**src/dpz_defs.svh**
```systemverilog
// Timing and encoding constants for the power-down and calibration sequencing link
`ifndef DPZ_DEFS_SVH
`define DPZ_DEFS_SVH

// Timing figures in ns; the clock period is 5 ns
`define DPZ_CLK_PERIOD_NS   5
`define DPZ_TCKE_NS         5
`define DPZ_TXP_NS          6
`define DPZ_TXPDLL_NS       24
`define DPZ_TRFC_NS         160
`define DPZ_TRP_NS          14
`define DPZ_TXS_NS          170
`define DPZ_TZQINIT_NS      2560
`define DPZ_TZQOPER_NS      1280
`define DPZ_TZQCS_NS        320

// Least times round up to whole cycles
`define DPZ_CYC_UP(t) (((t) + `DPZ_CLK_PERIOD_NS - 1) / `DPZ_CLK_PERIOD_NS)
// Longest times round down, never below one cycle
`define DPZ_CYC_DN(t) ((((t) / `DPZ_CLK_PERIOD_NS) < 1) ? 1 : ((t) / `DPZ_CLK_PERIOD_NS))

`define DPZ_TPD_CYC     `DPZ_CYC_UP(`DPZ_TCKE_NS)
`define DPZ_TXP_CYC     `DPZ_CYC_UP(`DPZ_TXP_NS)
`define DPZ_TXPDLL_CYC  `DPZ_CYC_UP(`DPZ_TXPDLL_NS)
`define DPZ_TRFC_CYC    `DPZ_CYC_UP(`DPZ_TRFC_NS)
`define DPZ_TRP_CYC     `DPZ_CYC_UP(`DPZ_TRP_NS)
`define DPZ_TXS_CYC     `DPZ_CYC_UP(`DPZ_TXS_NS)
`define DPZ_TZQINIT_CYC `DPZ_CYC_DN(`DPZ_TZQINIT_NS)
`define DPZ_TZQOPER_CYC `DPZ_CYC_DN(`DPZ_TZQOPER_NS)
`define DPZ_TZQCS_CYC   `DPZ_CYC_DN(`DPZ_TZQCS_NS)
// Short calibration must converge within 64 clocks
`define DPZ_ZQCS_CONV_CYC 64

`define DPZ_CNT_W       10
`define DPZ_CODE_W      6
`define DPZ_CODE_RST    6'h20
`define DPZ_ZQCS_STEP   6'h01

// Command codes
`define DPZ_CMD_NOP     3'h0
`define DPZ_CMD_REF     3'h1
`define DPZ_CMD_PREA    3'h2
`define DPZ_CMD_ZQCL    3'h3
`define DPZ_CMD_ZQCS    3'h4
`define DPZ_CMD_SRE     3'h5
`define DPZ_CMD_ACT     3'h6
`define DPZ_CMD_OTHER   3'h7

`endif

```
**src/dpz_pkg.sv**
```systemverilog
// Types shared by both ends of the sequencing link
`default_nettype none
package dpz_pkg;
   typedef logic [2:0] dpz_cmd_t;
   typedef enum logic [5:0] {
      DPZ_C_IDLE = 6'h01,
      DPZ_C_PD   = 6'h02,
      DPZ_C_SR   = 6'h04,
      DPZ_C_ZQ   = 6'h08,
      DPZ_C_WAIT = 6'h10,
      DPZ_C_INIT = 6'h20
   } dpz_ctl_state_t;
   typedef enum logic [3:0] {
      DPZ_D_IDLE = 4'h1,
      DPZ_D_PD   = 4'h2,
      DPZ_D_SR   = 4'h4,
      DPZ_D_CAL  = 4'h8
   } dpz_dev_state_t;
endpackage : dpz_pkg
`default_nettype wire

```
**src/dpz_link_if.sv**
```systemverilog
// Command, CKE, ODT and data-bus enable link between controller and device
`timescale 1ns/1ps
`default_nettype none
interface dpz_link_if (input wire logic clock);
   import dpz_pkg::*;
   logic     cke;
   logic     odt;
   dpz_cmd_t cmd;
   logic     ctlDqOe;
   logic     devDqOe;
   logic     calBusy;
   modport ctl (input clock, output cke, output odt, output cmd, output ctlDqOe);
   modport dev (input clock, input cke, input odt, input cmd, input ctlDqOe, output devDqOe,
                output calBusy);
endinterface : dpz_link_if
`default_nettype wire

```
**src/dpz_timer.sv**
```systemverilog
// Loadable down-counter that flags expiry
`timescale 1ns/1ps
`default_nettype none
`include "dpz_defs.svh"
module dpz_timer
   import dpz_pkg::*;
(
   input  wire logic                  clock,
   input  wire logic                  rst,
   input  wire logic                  load,
   input  wire logic [`DPZ_CNT_W-1:0] value,
   output logic                       expired
);
   logic [`DPZ_CNT_W-1:0] count_reg;
   logic [`DPZ_CNT_W-1:0] count_next;

   always_comb begin
      count_next = count_reg;
      if (load) begin
         count_next = value;
      end else if (count_reg != '0) begin
         count_next = count_reg - `DPZ_CNT_W'(1);
      end
   end

   always_ff @(posedge clock) begin
      if (rst) begin
         count_reg <= '0;
      end else begin
         count_reg <= count_next;
      end
   end

   assign expired = (count_reg == '0);
endmodule : dpz_timer
`default_nettype wire

```
**src/dpz_controller.sv**
```systemverilog
// Controller end: sequences power-down, refresh, self-refresh and calibration
//
// Overview of operation
// [RULE1] CKE low with NOP enters, high exits
// [RULE2] Wait tXP, tXPDLL after power-down exit
// [RULE3] Hold CKE low at least tPD
// [RULE4] Refresh after exit waits tXP
// [RULE5] Re-entry waits tXPDLL from exit
// [RULE6] Only NOP until tRFC after refresh
// [RULE7] Long calibration first, allowed any time
// [RULE8] Long calibration updates driver and termination
// [RULE9] First long uses init window, others oper
// [RULE10] Short calibration uses shorter window
// [RULE11] Short step corrects within 64 clocks
// [RULE12] Short interval set by drift rates; code leaves it to the caller's zqsReq pacing
// [RULE13] Channel quiet during calibration windows
// [RULE14] Calibration current off when done
// [RULE15] Precharge all, tRP, before calibration; the initial long calibration after reset is issued with no PREA
// [RULE16] No self-calibration after self-refresh exit
// [RULE17] Calibration no earlier than tXS after exit
// [RULE18] Shared-resistor windows never overlap
// [RULE19] CKE high throughout calibration
// [RULE20] ODT low during calibration
// [RULE21] All DQ drivers off during calibration
// [RULE22] Loadable counters gate conflicting commands
`timescale 1ns/1ps
`default_nettype none
`include "dpz_defs.svh"
module dpz_controller
   import dpz_pkg::*;
(
   input  wire logic  rst,
   dpz_link_if.ctl    link,
   input  wire logic  pdReq,
   input  wire logic  pdExitReq,
   input  wire logic  refReq,
   input  wire logic  srReq,
   input  wire logic  srExitReq,
   input  wire logic  zqlReq,
   input  wire logic  zqsReq,
   input  wire logic  odtReq,
   input  wire logic  zqGrant,
   output logic       zqWinActive,
   output logic       busy
);
   // ---------------------------------------------------------------
   // Timers
   // ---------------------------------------------------------------
   localparam int NT = 6;
   localparam int T_PD = 0;
   localparam int T_XP = 1;
   localparam int T_XPDLL = 2;
   localparam int T_RFC = 3;
   localparam int T_ZQ = 4;
   localparam int T_RP = 5;

   logic [NT-1:0]         tLoad;
   logic [`DPZ_CNT_W-1:0] tVal [NT];
   logic [NT-1:0]         tDone;

   genvar gi;
   generate
      for (gi = 0; gi < NT; gi++) begin : gTimer
         dpz_timer uTimer (
            .clock   (link.clock),
            .rst     (rst),
            .load    (tLoad[gi]),
            .value   (tVal[gi]),
            .expired (tDone[gi])
         ); // RULE22
      end
   endgenerate

   // ---------------------------------------------------------------
   // Sequencer
   // ---------------------------------------------------------------
   dpz_ctl_state_t        state_reg,   state_next;
   logic                  cke_reg,     cke_next;
   logic                  odt_reg,     odt_next;
   dpz_cmd_t              cmd_reg,     cmd_next;
   logic                  firstZq_reg, firstZq_next;
   logic                  pdAfterRef_reg, pdAfterRef_next;

   always_comb begin
      state_next      = state_reg;
      cke_next        = cke_reg;
      odt_next        = odtReq;
      cmd_next        = `DPZ_CMD_NOP;
      firstZq_next    = firstZq_reg;
      pdAfterRef_next = pdAfterRef_reg;
      tLoad           = '0;
      tVal[T_PD]      = `DPZ_CNT_W'(`DPZ_TPD_CYC);
      tVal[T_XP]      = `DPZ_CNT_W'(`DPZ_TXP_CYC);
      tVal[T_XPDLL]   = `DPZ_CNT_W'(`DPZ_TXPDLL_CYC);
      tVal[T_RFC]     = `DPZ_CNT_W'(`DPZ_TRFC_CYC);
      tVal[T_ZQ]      = `DPZ_CNT_W'(`DPZ_TZQCS_CYC);
      tVal[T_RP]      = `DPZ_CNT_W'(`DPZ_TRP_CYC);
      case (state_reg)
         DPZ_C_INIT: begin
            // Initial long calibration after reset
            if (tDone[T_RP] && zqGrant) begin
               cmd_next     = `DPZ_CMD_ZQCL; // RULE7
               firstZq_next = 1'b0;
               tVal[T_ZQ]   = `DPZ_CNT_W'(`DPZ_TZQINIT_CYC); // RULE9
               tLoad[T_ZQ]  = 1'b1;
               odt_next     = 1'b0;
               state_next   = DPZ_C_ZQ;
            end
         end
         DPZ_C_IDLE: begin
            if ((zqlReq || zqsReq) && zqGrant && tDone[T_RFC] && tDone[T_XP]) begin
               // Precharge all first, then calibrate after tRP
               cmd_next    = `DPZ_CMD_PREA; // RULE15
               tLoad[T_RP] = 1'b1;
               state_next  = DPZ_C_WAIT;
            end else if (refReq && tDone[T_XP] && tDone[T_RFC]) begin
               cmd_next         = `DPZ_CMD_REF; // RULE4
               tLoad[T_RFC]     = 1'b1;
               pdAfterRef_next  = 1'b0;
            end else if (srReq && tDone[T_RFC] && tDone[T_XPDLL]) begin
               cmd_next   = `DPZ_CMD_SRE;
               cke_next   = 1'b0;
               tLoad[T_PD] = 1'b1;
               state_next = DPZ_C_SR;
            end else if (pdReq && tDone[T_XPDLL] && (tDone[T_RFC] || !pdAfterRef_reg)) begin
               // Re-entry gated by tXPDLL; one early entry per refresh
               cke_next        = 1'b0; // RULE5 RULE6 RULE1
               pdAfterRef_next = !tDone[T_RFC];
               tLoad[T_PD]     = 1'b1;
               state_next      = DPZ_C_PD;
            end
         end
         DPZ_C_PD: begin
            if (pdExitReq && tDone[T_PD]) begin
               cke_next       = 1'b1; // RULE3 RULE1
               tLoad[T_XP]    = 1'b1; // RULE2
               tLoad[T_XPDLL] = 1'b1; // RULE5
               state_next     = DPZ_C_IDLE;
            end
         end
         DPZ_C_SR: begin
            if (srExitReq && tDone[T_PD]) begin
               cke_next       = 1'b1;
               tVal[T_XP]     = `DPZ_CNT_W'(`DPZ_TXS_CYC); // RULE17
               tLoad[T_XP]    = 1'b1;
               tVal[T_XPDLL]  = `DPZ_CNT_W'(`DPZ_TXS_CYC);
               tLoad[T_XPDLL] = 1'b1;
               state_next     = DPZ_C_IDLE;
            end
         end
         DPZ_C_WAIT: begin
            odt_next = 1'b0;
            if (tDone[T_RP] && tDone[T_XP]) begin
               cmd_next    = zqlReq ? `DPZ_CMD_ZQCL : `DPZ_CMD_ZQCS; // RULE7 RULE10
               tVal[T_ZQ]  = zqlReq ? (firstZq_reg ? `DPZ_CNT_W'(`DPZ_TZQINIT_CYC)
                                                  : `DPZ_CNT_W'(`DPZ_TZQOPER_CYC))
                                    : `DPZ_CNT_W'(`DPZ_TZQCS_CYC); // RULE9 RULE10
               tLoad[T_ZQ] = 1'b1;
               if (zqlReq) begin
                  firstZq_next = 1'b0;
               end
               state_next  = DPZ_C_ZQ;
            end
         end
         DPZ_C_ZQ: begin
            // Quiet channel, CKE high, ODT low, DQ off
            odt_next = 1'b0; // RULE20
            cke_next = 1'b1; // RULE19
            if (tDone[T_ZQ]) begin
               state_next = DPZ_C_IDLE; // RULE13 RULE18
            end
         end
         default: begin
            state_next = DPZ_C_IDLE;
         end
      endcase
   end

   always_ff @(posedge link.clock) begin
      if (rst) begin
         state_reg      <= DPZ_C_INIT;
         cke_reg        <= 1'b1;
         odt_reg        <= 1'b0;
         cmd_reg        <= `DPZ_CMD_NOP;
         firstZq_reg    <= 1'b1;
         pdAfterRef_reg <= 1'b0;
      end else begin
         state_reg      <= state_next;
         cke_reg        <= cke_next;
         odt_reg        <= odt_next;
         cmd_reg        <= cmd_next;
         firstZq_reg    <= firstZq_next;
         pdAfterRef_reg <= pdAfterRef_next;
      end
   end

   // Interval between short calibrations is the caller's zqsReq pacing
   assign link.cke     = cke_reg;
   assign link.odt     = odt_reg;
   assign link.cmd     = cmd_reg;
   assign link.ctlDqOe = 1'b0; // RULE21
   assign zqWinActive  = (state_reg == DPZ_C_ZQ); // RULE18
   assign busy         = (state_reg != DPZ_C_IDLE); // RULE12
endmodule : dpz_controller
`default_nettype wire

```
**src/flat_wrapper.sv**
```systemverilog
// flat-port wrapper written by rule: the top's interface ports become plain ports
module dpz_controller_flat import dpz_pkg::*;
  (rst, pdReq, pdExitReq, refReq, srReq, srExitReq, zqlReq, zqsReq, odtReq, zqGrant, zqWinActive, busy, clock, link_cke, link_odt, link_cmd, link_ctlDqOe);
  dpz_link_if link_i (.clock(clock));
  input  wire logic rst;
  input  wire logic pdReq;
  input  wire logic pdExitReq;
  input  wire logic refReq;
  input  wire logic srReq;
  input  wire logic srExitReq;
  input  wire logic zqlReq;
  input  wire logic zqsReq;
  input  wire logic odtReq;
  input  wire logic zqGrant;
  output logic zqWinActive;
  output logic busy;
  input wire logic clock;
  output wire logic [$bits(link_i.cke)-1:0] link_cke;
  output wire logic [$bits(link_i.odt)-1:0] link_odt;
  output wire logic [$bits(link_i.cmd)-1:0] link_cmd;
  output wire logic [$bits(link_i.ctlDqOe)-1:0] link_ctlDqOe;
  assign link_cke = link_i.cke;
  assign link_odt = link_i.odt;
  assign link_cmd = link_i.cmd;
  assign link_ctlDqOe = link_i.ctlDqOe;
  dpz_controller u_core (.rst(rst), .link(link_i), .pdReq(pdReq), .pdExitReq(pdExitReq), .refReq(refReq), .srReq(srReq), .srExitReq(srExitReq), .zqlReq(zqlReq), .zqsReq(zqsReq), .odtReq(odtReq), .zqGrant(zqGrant), .zqWinActive(zqWinActive), .busy(busy));
endmodule
```
**config.mk**
```make
export PLATFORM = sky130hd
export DESIGN_NAME = dpz_controller_flat
export DESIGN_NICKNAME = d
export VERILOG_FILES = /design/src/dpz_pkg.sv /design/src/dpz_link_if.sv /design/src/dpz_timer.sv /design/src/dpz_controller.sv /design/src/flat_wrapper.sv
export VERILOG_INCLUDE_DIRS = /design/src
export SDC_FILE = /design/constraint.sdc
export NUM_CORES = 1
export LEC_CHECK = 0
export BUFFER_PORTS_ARGS = -buffer_cell sky130_fd_sc_hd__buf_2
export CAP_MARGIN = 20
export CELL_PAD_IN_SITES_DETAIL_PLACEMENT = 0
export CELL_PAD_IN_SITES_GLOBAL_PLACEMENT = 1
export CORE_ASPECT_RATIO = 1.4
export CORE_MARGIN = 2
export CORE_UTILIZATION = 49
export CTS_BUF_LIST = sky130_fd_sc_hd__clkbuf_4 sky130_fd_sc_hd__clkbuf_8
export CTS_CLUSTER_DIAMETER = 80
export DETAILED_ROUTE_END_ITERATION = 10
export PLACE_DENSITY = 0.9
export SYNTH_ARGS = -nofsm -noshare
export SYNTH_HDL_FRONTEND = slang
export SYNTH_HIERARCHICAL = 1
export SYNTH_SLANG_ARGS = --single-unit
```
**constraint.sdc**
```tcl
create_clock -name clock -period 3.5 [get_ports clock]
set_input_delay 0.175 -clock clock [delete_from_list [all_inputs] [get_ports clock]]
set_output_delay 0.175 -clock clock [all_outputs]
set_load 0.02 [all_outputs]
```
# --- After elaboration in Yosys (flattened, before gate mapping) ---
# Index checks and enable logic that the tools add are counted.
word_totals:
  mem_bits_rw: 0
  rom_bits: 0
  mem_count: 0
  latch_bits: 0
  input_bits: 11
  wordCells: 155
  register_bits: 73
classes:
  order_cmp: 0
  bitwise_logic: 1
  mul: 0
  n_addsub: 6
  n_shift: 0
  n_eq_ne: 19
  div: 0
  mux: 68
  reduce_logical: 46
ops:
  columns: ["operator", "n"]
  rows:
  - ["$mux 10", 10]
  - ["$mux 6", 11]
  - ["$logic_not 10->1", 6]
  - ["$reduce_bool 10->1", 6]
  - ["$sub 10x1->10 const B", 6]
  - ["$pmux 6 s6", 1]
  - ["$mux 1", 27]
  - ["$mux 20", 1]
  - ["$pmux 10 s2", 1]
  - ["$mux 16", 1]
  - ["$reduce_bool 2->1", 8]
  - ["$mux 3", 5]
  - ["$logic_and 1x1->1", 13]
  - ["$ne 2x1->1 const B", 6]
  - ["$mux 2", 5]
  - ["$pmux 3 s3", 1]
  - ["$reduce_and 4->1", 2]
  - ["$reduce_or 2->1", 4]
  - ["$reduce_and 7->1", 1]
  - ["$eq 6x1->1 const B", 1]
  - ["$eq 6x2->1 const B", 1]
  - ["$eq 6x3->1 const B", 1]
  - ["$eq 6x4->1 const B", 1]
  - ["$eq 6x5->1 const B", 1]
  - ["other kinds (14)", 20]

# --- Logic depth before layout (Yosys ltp) ---
# Gate-level depths: netlist (run 1).
logic_depth:
  word_depth: 9
  mapped_depth: 11
  ltp_nobuf: 10

# --- Cells and area by module ---
# The synthesis (run 1) kept the hierarchy.
by_module_without_submodules:
  columns: ["mod", "n_inst", "area_per_inst_um2", "cells_per_inst"]
  rows:
  - ["dpz_timer (u_core.gTimer[0].uTimer ...)", 5, 613.1, 73]
  - ["dpz_controller", 1, 920.9, 115]
  - ["dpz_timer (u_core.gTimer[5].uTimer)", 1, 606.8, 73]

# --- Worst setup path before layout (run 1) ---
# Ideal clock, no wire load.
synth_path:
  path_kind: "register to register"
  startpoint: "register u_core.gTimer[3].uTimer.count_reg[0]"
  endpoint: "register u_core.gTimer[5].uTimer.count_reg[6]"
  setup_ps: 115
  stages_incl_launch_ff: 12
  period_less_slack_ps: 2811
  t_required_ps: 3385
  path_buffers: 2
  t_arrival_ps: 2697
  slack_ps: 689
  path_cell_list: "dfxtp_1 inv_1 ha_1 or4b_4 nor3_4 o2111ai_2 or2_2 inv_1 clkbuf_1 clkbuf_1 a21oi_1 o21a_1"
synth_via:
  elab_chain_len: 6
synth_lines:
  columns: ["element", "line_no", "source"]
  rows:
  - ["start: declaration", "dpz_timer.sv:14", "logic [`DPZ_CNT_W-1:0] count_reg;"]
  - ["start signal: assignment", "dpz_timer.sv:30", "count_reg <= count_next;"]
  - ["$logic_not 10->1", "dpz_timer.sv:34", "assign expired = (count_reg == '0);"]
  - ["named net u_core.tDone[3]", "dpz_controller.sv:59", "logic [NT-1:0] tDone;"]
  - ["$logic_and 1x1->1 (2 in a row)", "dpz_controller.sv:111", "if ((zqlReq || zqsReq) && zqGrant && tDone[T_RFC] && tDone[T_XP]) begin"]
  - ["$mux 1", "dpz_controller.sv:111", null]
  - ["$mux 1", "dpz_controller.sv:98", "case (state_reg)"]
  - ["named net u_core.tLoad[5]", "dpz_controller.sv:57", "logic [NT-1:0] tLoad;"]
  - ["$reduce_or 2->1 (no source line)", null, null]
  - ["end signal: assignment", "dpz_timer.sv:30", null]
  - ["end: declaration", "dpz_timer.sv:14", null]
# The timed path passes the listed nets, and every way through them passes these cells.
# A chain may end at the register's enable or synchronous reset.

# --- Final worst setup path (run 1) ---
layout_path:
  startpoint: "register u_core.gTimer[1].uTimer.count_reg[0]"
  endpoint: "register u_core.gTimer[0].uTimer.count_reg[0]"
layout_via:
  elab_chain_len: 7
  word_cells_on_any_way: 9
  classes_between: "mux (4); reduce/logical (5)"
layout_lines:
  columns: ["element", "line_no", "source"]
  rows:
  - ["start: declaration", "dpz_timer.sv:14", null]
  - ["start signal: assignment", "dpz_timer.sv:30", null]
  - ["$logic_not 10->1 *", "dpz_timer.sv:34", null]
  - ["named net u_core.tDone[1]", "dpz_controller.sv:59", null]
  - ["$logic_and 1x1->1 (2 in a row)", "dpz_controller.sv:116", "end else if (refReq && tDone[T_XP] && tDone[T_RFC]) begin"]
  - ["$mux 1", "dpz_controller.sv:116", null]
  - ["$mux 1 *", "dpz_controller.sv:111", null]
  - ["$mux 1 *", "dpz_controller.sv:98", null]
  - ["named net u_core.tLoad[0]", "dpz_controller.sv:57", null]
  - ["$mux 1 or $reduce_bool 2->1 (tied branches)", null, null]
  - ["end signal: assignment", "dpz_timer.sv:30", null]
  - ["end: declaration", "dpz_timer.sv:14", null]
# Mark *: on every way through the listed nets, which the timed path passes. The rest lies on a longest branch.

==> results of run 1 <==
[area by class of cell]
type	count	area share, %
multi-input cells	467	59.6
flip-flops and latches	73	28.6
clock buffers	13	3.38
inverters	40	2.94
repair buffers	24	2.69
well taps	107	2.62
clock inverters	2	0.245
[worst max path at each step]
stage / cells after the start / startpoint / slack (ns) / end
global route: 9 / u_core/gTimer[1].uTimer/count_reg[0]$_SDFFE_PP0P_ / 0.20 / u_core/gTimer[5].uTimer/count_reg[4]$_SDFFE_PP0P_
CTS: 10 / u_core/gTimer[1].uTimer/count_reg[0]$_SDFFE_PP0P_ / 0.42 / u_core/gTimer[0].uTimer/count_reg[0]$_SDFFE_PP0P_
finish: 10 / u_core/gTimer[1].uTimer/count_reg[0]$_SDFFE_PP0P_ / 0.39 / u_core/gTimer[0].uTimer/count_reg[0]$_SDFFE_PP0P_
global placement: 10 / u_core/gTimer[1].uTimer/count_reg[0]$_SDFFE_PP0P_ / 0.56 / u_core/gTimer[0].uTimer/count_reg[0]$_SDFFE_PP0P_
detailed placement: 10 / u_core/gTimer[1].uTimer/count_reg[0]$_SDFFE_PP0P_ / 0.43 / u_core/gTimer[0].uTimer/count_reg[0]$_SDFFE_PP0P_
floorplan: 11 / u_core/gTimer[3].uTimer/count_reg[0]$_SDFFE_PP0P_ / 0.69 / u_core/gTimer[5].uTimer/count_reg[6]$_SDFFE_PP0P_
[worst register-to-register path, stage by stage (launching register included)]
cell      delay (ns)
dfxtp_1         0.33
inv_1           0.10
ha_1            0.22
or4b_4          0.54
nor3_4          0.42
nand3_1         0.24
o211ai_1        0.28
nor2_1          0.08
buf_4           0.21
or4_1           0.52
o211ai_1        0.10
[metrics by stage]
step                instances  hold WS (ns)
floorplan                 604         0.341
global placement          711         0.447
detailed placement        711         0.450
CTS                       726        0.0658
global route              726        0.0751
finish                    726        0.0821
[cells in the mapped netlist (all sizes together) (2+ instances only)]
library cell  count
clkbuf           19
a41oi             5
a2111oi           5
a211o             5
nand2            75
o31ai             8
nor4b            11
o21ai            17
or4              20
and2              2
dfxtp            73
inv              40
o22ai            14
or2b              2
nor2             22
o211ai            8
nand3             6
o21a             14
nor2b            14
a221oi            6
buf               5
nor4             14
a211oi            6
nand4             3
xnor2            20
conb              2
ha                6
or2               4
nor3             43
nor3b             5
mux2i             7
or3              13
a21oi            38
a21boi            2
or4b              6
[cells in the final DEF, fill, tap and decap left out, types with 12 or more instances in the layout]
cell / n
o21ai_0: 16
conb_1: 53
nor3_1: 30
buf_2: 17
nor2_1: 21
nor4_1: 12
dfxtp_1: 73
o22ai_1: 13
inv_1: 40
clkbuf_8: 12
a21oi_1: 37
xnor2_1: 20
o21a_1: 14
or3_1: 13
nor2b_1: 14
nand2_1: 75
[per-layer routing]
layer,up-vias,track usage (%),wire length [um]
met2,56,34.1,4860
li1,2099,-,-
met3,16,3.56,289
met1,1864,25.3,4550
met5,-,0,0
met4,0,9.72,204
[report_power, final]
part / switching (W) / internal [W] / total, W
registers: 0.000379 / 0.00113 / 0.00151
logic: 0.00139 / 0.00126 / 0.00265
clock network: 0.000306 / 0.000319 / 0.000624
[logic make-up after synthesis]
| group | share of synthesized area, % |
|---|---|
| simple gates | 32.8 |
| compound gates | 21.9 |
| flops | 31.8 |
| buf+inv | 6.10 |
| xor+xnor | 3.81 |
| mux | 1.77 |
| fa+ha+maj | 1.63 |
| other cells | 0.164 |
==> reports/results.ini, run 1 <==
[status]
status = finished, violations left
violations = DRC

[floorplanning]
die_w_um = 85.8
placementRows = 41
chipHeight_um = 119
top_level_ports = 19
start_util_pct = 50.6
die_area_um2 = 10200
core-area_um2 = 9080

[synth]
yosysSeqAreaShare_pct = 31.8
syn_area_um2 = 4590
yosys.area.top_type_share_pct = 31.8
synth_ff_type = dfxtp_1
synth_warnings = 6
ys_async_sr_fraction_pct = 0
yosys.area.top_type = dfxtp_1
synth_cell_type_count = 62
synth_cells = 553
yosys-top-cells-area = dfxtp_1 32%, nand2_1 6.1%, a21oi_1 4.1%
synth.avg_cell_area_um2 = 8.31
ys_ff_latch = 73
synth_edf_count = 0

[critical_path]
crit-reg2reg-launch = u_core/gTimer[1].uTimer/count_reg[0]$_SDFFE_PP0P_
cp_common_cell = o211ai_1
reg2reg_depth = 10
cp-start-kind = flip-flop
critPathKind = flip-flop to flip-flop
r2r_slack_ns = 0.39
rr_endpoint = u_core/gTimer[0].uTimer/count_reg[0]$_SDFFE_PP0P_
slowest_stage = or4b_4
crit_path_end_kind = flip-flop
cp.required_ns = 3.78
crit_buf_inv = 2
crit_fanout = 21
crit_path_cell_trace = inv_1 -> ha_1 -> or4b_4 -> nor3_4 -> nand3_1 -> o211ai_1 -> nor2_1 -> buf_4 -> or4_1 -> o211ai_1
critPathArrivalTime_ns = 3.39
max_stage_delay_ns = 0.54
path_delay_family = simple AND/OR/NAND/NOR gates

[worst_hold_path]
min_path_cells = 2
min_from = odtReq
hold_path.class = input pin to flip-flop
min_to = u_core/link.odt$_SDFF_PP0_

[placement]
post_dp_cell_area_um2 = 4930
hpwl_um = 7070
place_ws_ns = 0.429
port_buffers = 17
gp_congestion = 0.826

[timing]
fin_crit_ns = 3.11
skew_ns = 0.00735
tightest_slew_ns = 0.871
slew_headroom_pct = 42.0
fin_tns_setup_ns = 0
timing.final.crit_share_pct = 88.9
setup_ws_ns = 0.388
final-hold-violation-count = 0
finalSetupViolCount = 0
max_clock_freq_mhz = 321
drv_slew = 0
rsz0062_at_grt = false

[global_routing]
grt-ovfl-total = 0
grt_max_degree = 49
antenna_found_initial = 0
track_usage_pct = 20.5
grt_pass1_wl_um = 17100
grt_pass1_vias = 3784

[layout]
final.fill_count = 860
largest_reg_flops = 60
ff_latch_area_um2 = 1460
final_layout_size_suffix_gt1_share_pct = 13.7
areaGrowthSynthToFinish_pct = 11.4
insertedDiodeCount = 0
fin_area_um2 = 5110
nets = 632
final_util_pct = 56.3
multiInputGateArea_um2 = 3050

[drt]
routedWlPerCell_um = 13.6
drt_iter0_drc = 181
firstDrtPassIters = 7
drcViolationCount = 3
wl_um = 9910
vias = 4035
routed_via_density = 5.56
final_antenna_net_count = 0

[clock_network]
cts_resized = 0
cts.sinks = 73
cts-root-buf = clkbuf_8
cts.reportedPaths.clkPinSlew_ns = 0.08
clkLatencyLatePin_ns = 0.35
cts_max_level = 3
cts_setup_buffers = 0
cts-buffers-inserted = 9
ctsHoldBuffers = 0
clock_path_buffers = 2
cts_tree = done

[power]
p_per_area_nw_per_um2 = 934
leakage_nw = 1.87
irDropWorstVdd_mv = 0.506
power.total_w = 0.00478

[job]
cap_violations = 0

Power figures use the tool's default switching activity.
==> run 2, diff against run 1 <==
- clock period: 3.5 -> 3.3 ns (I/O delays scaled with it)
==> run 2 against run 1 <==
Sequential power up 5%. Largest power group unchanged. First-iteration DRC count shrank 16%. Count of clock-buffer cells in the layout shrank 2. The flow still finishes with violations (DRC). Global-route usage down 0.41 points. Clock power rose by 14%. Combinational power grew 7%. Worst hold slack got worse by 0.019 ns. Clock skew is 0.00081 ns higher. Setup slack got worse by 0.13 ns. Sequential share of layout area fell by 0.29 points.
==> reports/results.ini, run 2 (synthesis gave the netlist of run 1 again) <==
[global_routing]
grt_pass1_wl_um = 17000  ; -0.89%
grt-ovfl-total = 0  ; unchanged
track_usage_pct = 20.1  ; -0.41 points
grt_max_degree = 41  ; -16%
antenna_found_initial = 0  ; unchanged
grt_pass1_vias = 3766  ; -0.48%

[timing]
max_clock_freq_mhz = 328  ; +2.2%
rsz0062_at_grt = false
slew_headroom_pct = 53.4  ; +11 points
timing.final.crit_share_pct = 92.3  ; +3.4 points
skew_ns = 0.00817  ; +0.000815 ns
tightest_slew_ns = 0.699  ; -0.171 ns
fin_crit_ns = 3.05  ; -0.0666 ns
finalSetupViolCount = 0  ; unchanged
final-hold-violation-count = 0  ; unchanged
fin_tns_setup_ns = 0  ; unchanged
drv_slew = 0  ; unchanged

[critical_path]
cp-start-kind = flip-flop
critPathKind = flip-flop to flip-flop
rr_endpoint = u_core/gTimer[0].uTimer/count_reg[0]$_SDFFE_PP0P_
crit_path_end_kind = flip-flop
crit_fanout = 21  ; unchanged
reg2reg_depth = 10  ; unchanged
critPathArrivalTime_ns = 3.33  ; -0.06 ns
r2r_slack_ns = 0.25  ; -0.13 ns
cp.required_ns = 3.58  ; -0.20 ns
crit-reg2reg-launch = u_core/gTimer[1].uTimer/count_reg[0]$_SDFFE_PP0P_

[worst_hold_path]
min_path_cells = 2  ; unchanged
hold_path.class = input pin to flip-flop
min_from = odtReq
min_to = u_core/link.odt$_SDFF_PP0_

[drt]
final_antenna_net_count = 0  ; unchanged
wl_um = 9690  ; -2.2%
drt_iter0_drc = 152  ; -16%
routedWlPerCell_um = 13.2  ; -3.0%
vias = 4031  ; -0.099%
firstDrtPassIters = 7  ; unchanged
drcViolationCount = 3  ; unchanged
routed_via_density = 5.51  ; -0.92%

[floorplanning]
die_w_um = 85.8  ; unchanged
chipHeight_um = 119  ; unchanged
core-area_um2 = 9080  ; unchanged
die_area_um2 = 10200  ; unchanged
start_util_pct = 50.6  ; unchanged
top_level_ports = 19  ; unchanged
placementRows = 41  ; unchanged

[clock_network]
cts.sinks = 73  ; unchanged
clkLatencyLatePin_ns = 0.36  ; about the same
cts-buffers-inserted = 9  ; unchanged
cts_setup_buffers = 0  ; unchanged
cts_resized = 0  ; unchanged
cts_tree = done
cts.reportedPaths.clkPinSlew_ns = 0.08  ; about the same
clock_path_buffers = 2  ; unchanged
ctsHoldBuffers = 0  ; unchanged
cts-root-buf = clkbuf_8
cts_max_level = 3  ; unchanged

[power]
leakage_nw = 1.90  ; +1.6%
p_per_area_nw_per_um2 = 994  ; +6.3%
irDropWorstVdd_mv = 0.477  ; -5.7%

[layout]
largest_reg_flops = 60  ; unchanged
final_util_pct = 56.9  ; +0.58 points
final_layout_size_suffix_gt1_share_pct = 14.6  ; +0.83 points
layout_common_cells = 75 x nand2_1, 73 x dfxtp_1, 53 x conb_1
nets = 637  ; +0.79%
multiInputGateArea_um2 = 3050  ; unchanged
final.fill_count = 856  ; -0.47%
ff_latch_area_um2 = 1460  ; unchanged
areaGrowthSynthToFinish_pct = 12.5
insertedDiodeCount = 0  ; unchanged
final_common_cell = nand2_1

[placement]
hpwl_um = 6940  ; -1.9%
gp_congestion = 0.838  ; +1.5%
port_buffers = 17  ; unchanged

[job]
cap_violations = 0  ; unchanged

[status]
violations = DRC
status = finished, violations left

-- run 2: cell type report --
type | instances | area share [%]
Inverter | 40 | 2.91
Sequential cell | 73 | 28.3
Clock buffer | 11 | 2.81
Timing Repair Buffer | 29 | 3.39
Clock inverter | 5 | 1.07
Multi-Input combinational cell | 467 | 59.0
Tap cell | 107 | 2.59
-- run 2: report_power, final --
| part | leakage [nW] | total (W) | internal, W | switching, W |
|---|---|---|---|---|
| Sequential | 0.600 | 0.00159 | 0.00119 | 0.000395 |
| Clock | 0.0987 | 0.000714 | 0.000375 | 0.000339 |
| Combinational | 1.20 | 0.00283 | 0.00137 | 0.00146 |
-- run 2: how the worst max path moves through the flow --
stage	end	depth (start not counted)	slack, ns	start
global placement	u_core/gTimer[0].uTimer/count_reg[0]$_SDFFE_PP0P_	10	0.37	u_core/gTimer[1].uTimer/count_reg[0]$_SDFFE_PP0P_
floorplan	u_core/gTimer[5].uTimer/count_reg[6]$_SDFFE_PP0P_	11	0.49	u_core/gTimer[3].uTimer/count_reg[0]$_SDFFE_PP0P_
detailed placement	u_core/gTimer[0].uTimer/count_reg[0]$_SDFFE_PP0P_	10	0.25	u_core/gTimer[1].uTimer/count_reg[0]$_SDFFE_PP0P_
CTS	u_core/gTimer[0].uTimer/count_reg[0]$_SDFFE_PP0P_	10	0.22	u_core/gTimer[1].uTimer/count_reg[0]$_SDFFE_PP0P_
global route	u_core/gTimer[0].uTimer/count_reg[0]$_SDFFE_PP0P_	10	0.05	u_core/gTimer[1].uTimer/count_reg[0]$_SDFFE_PP0P_
finish	u_core/gTimer[0].uTimer/count_reg[0]$_SDFFE_PP0P_	10	0.25	u_core/gTimer[1].uTimer/count_reg[0]$_SDFFE_PP0P_
-- run 2: stage by stage --
stage	total power, W	hold slack, ns	area [um2]	instances	setup slack [ns]
floorplan	0.00389	0.331	4780	604	0.489
global placement	0.00438	0.434	4970	716	0.375
detailed placement	0.00443	0.435	4970	716	0.252
CTS	0.00517	0.0458	5170	732	0.216
global route	0.00560	0.0413	5170	732	0.0470
finish	0.00513	0.0627	5170	732	0.255
-- run 2: critical path, cell delays in order (launching register included) --
cell and delay [ns]:
dfxtp_1 0.33, inv_1 0.08, ha_1 0.21, or4b_4 0.54, nor3_4 0.40, nand3_1 0.26
o211ai_1 0.25, nor2_1 0.08, buf_4 0.21, or4_1 0.50, o211ai_1 0.10
-- run 2: layer usage --
metal | up-vias | part of all wire, % | GRT usage [%]
met1 | 1873 | 45 | 24.6
met2 | 40 | 50 | 33.5
met5 | - | 0 | 0
met3 | 14 | 2.8 | 3.98
li1 | 2104 | - | -
met4 | 0 | 2.1 | 9.23
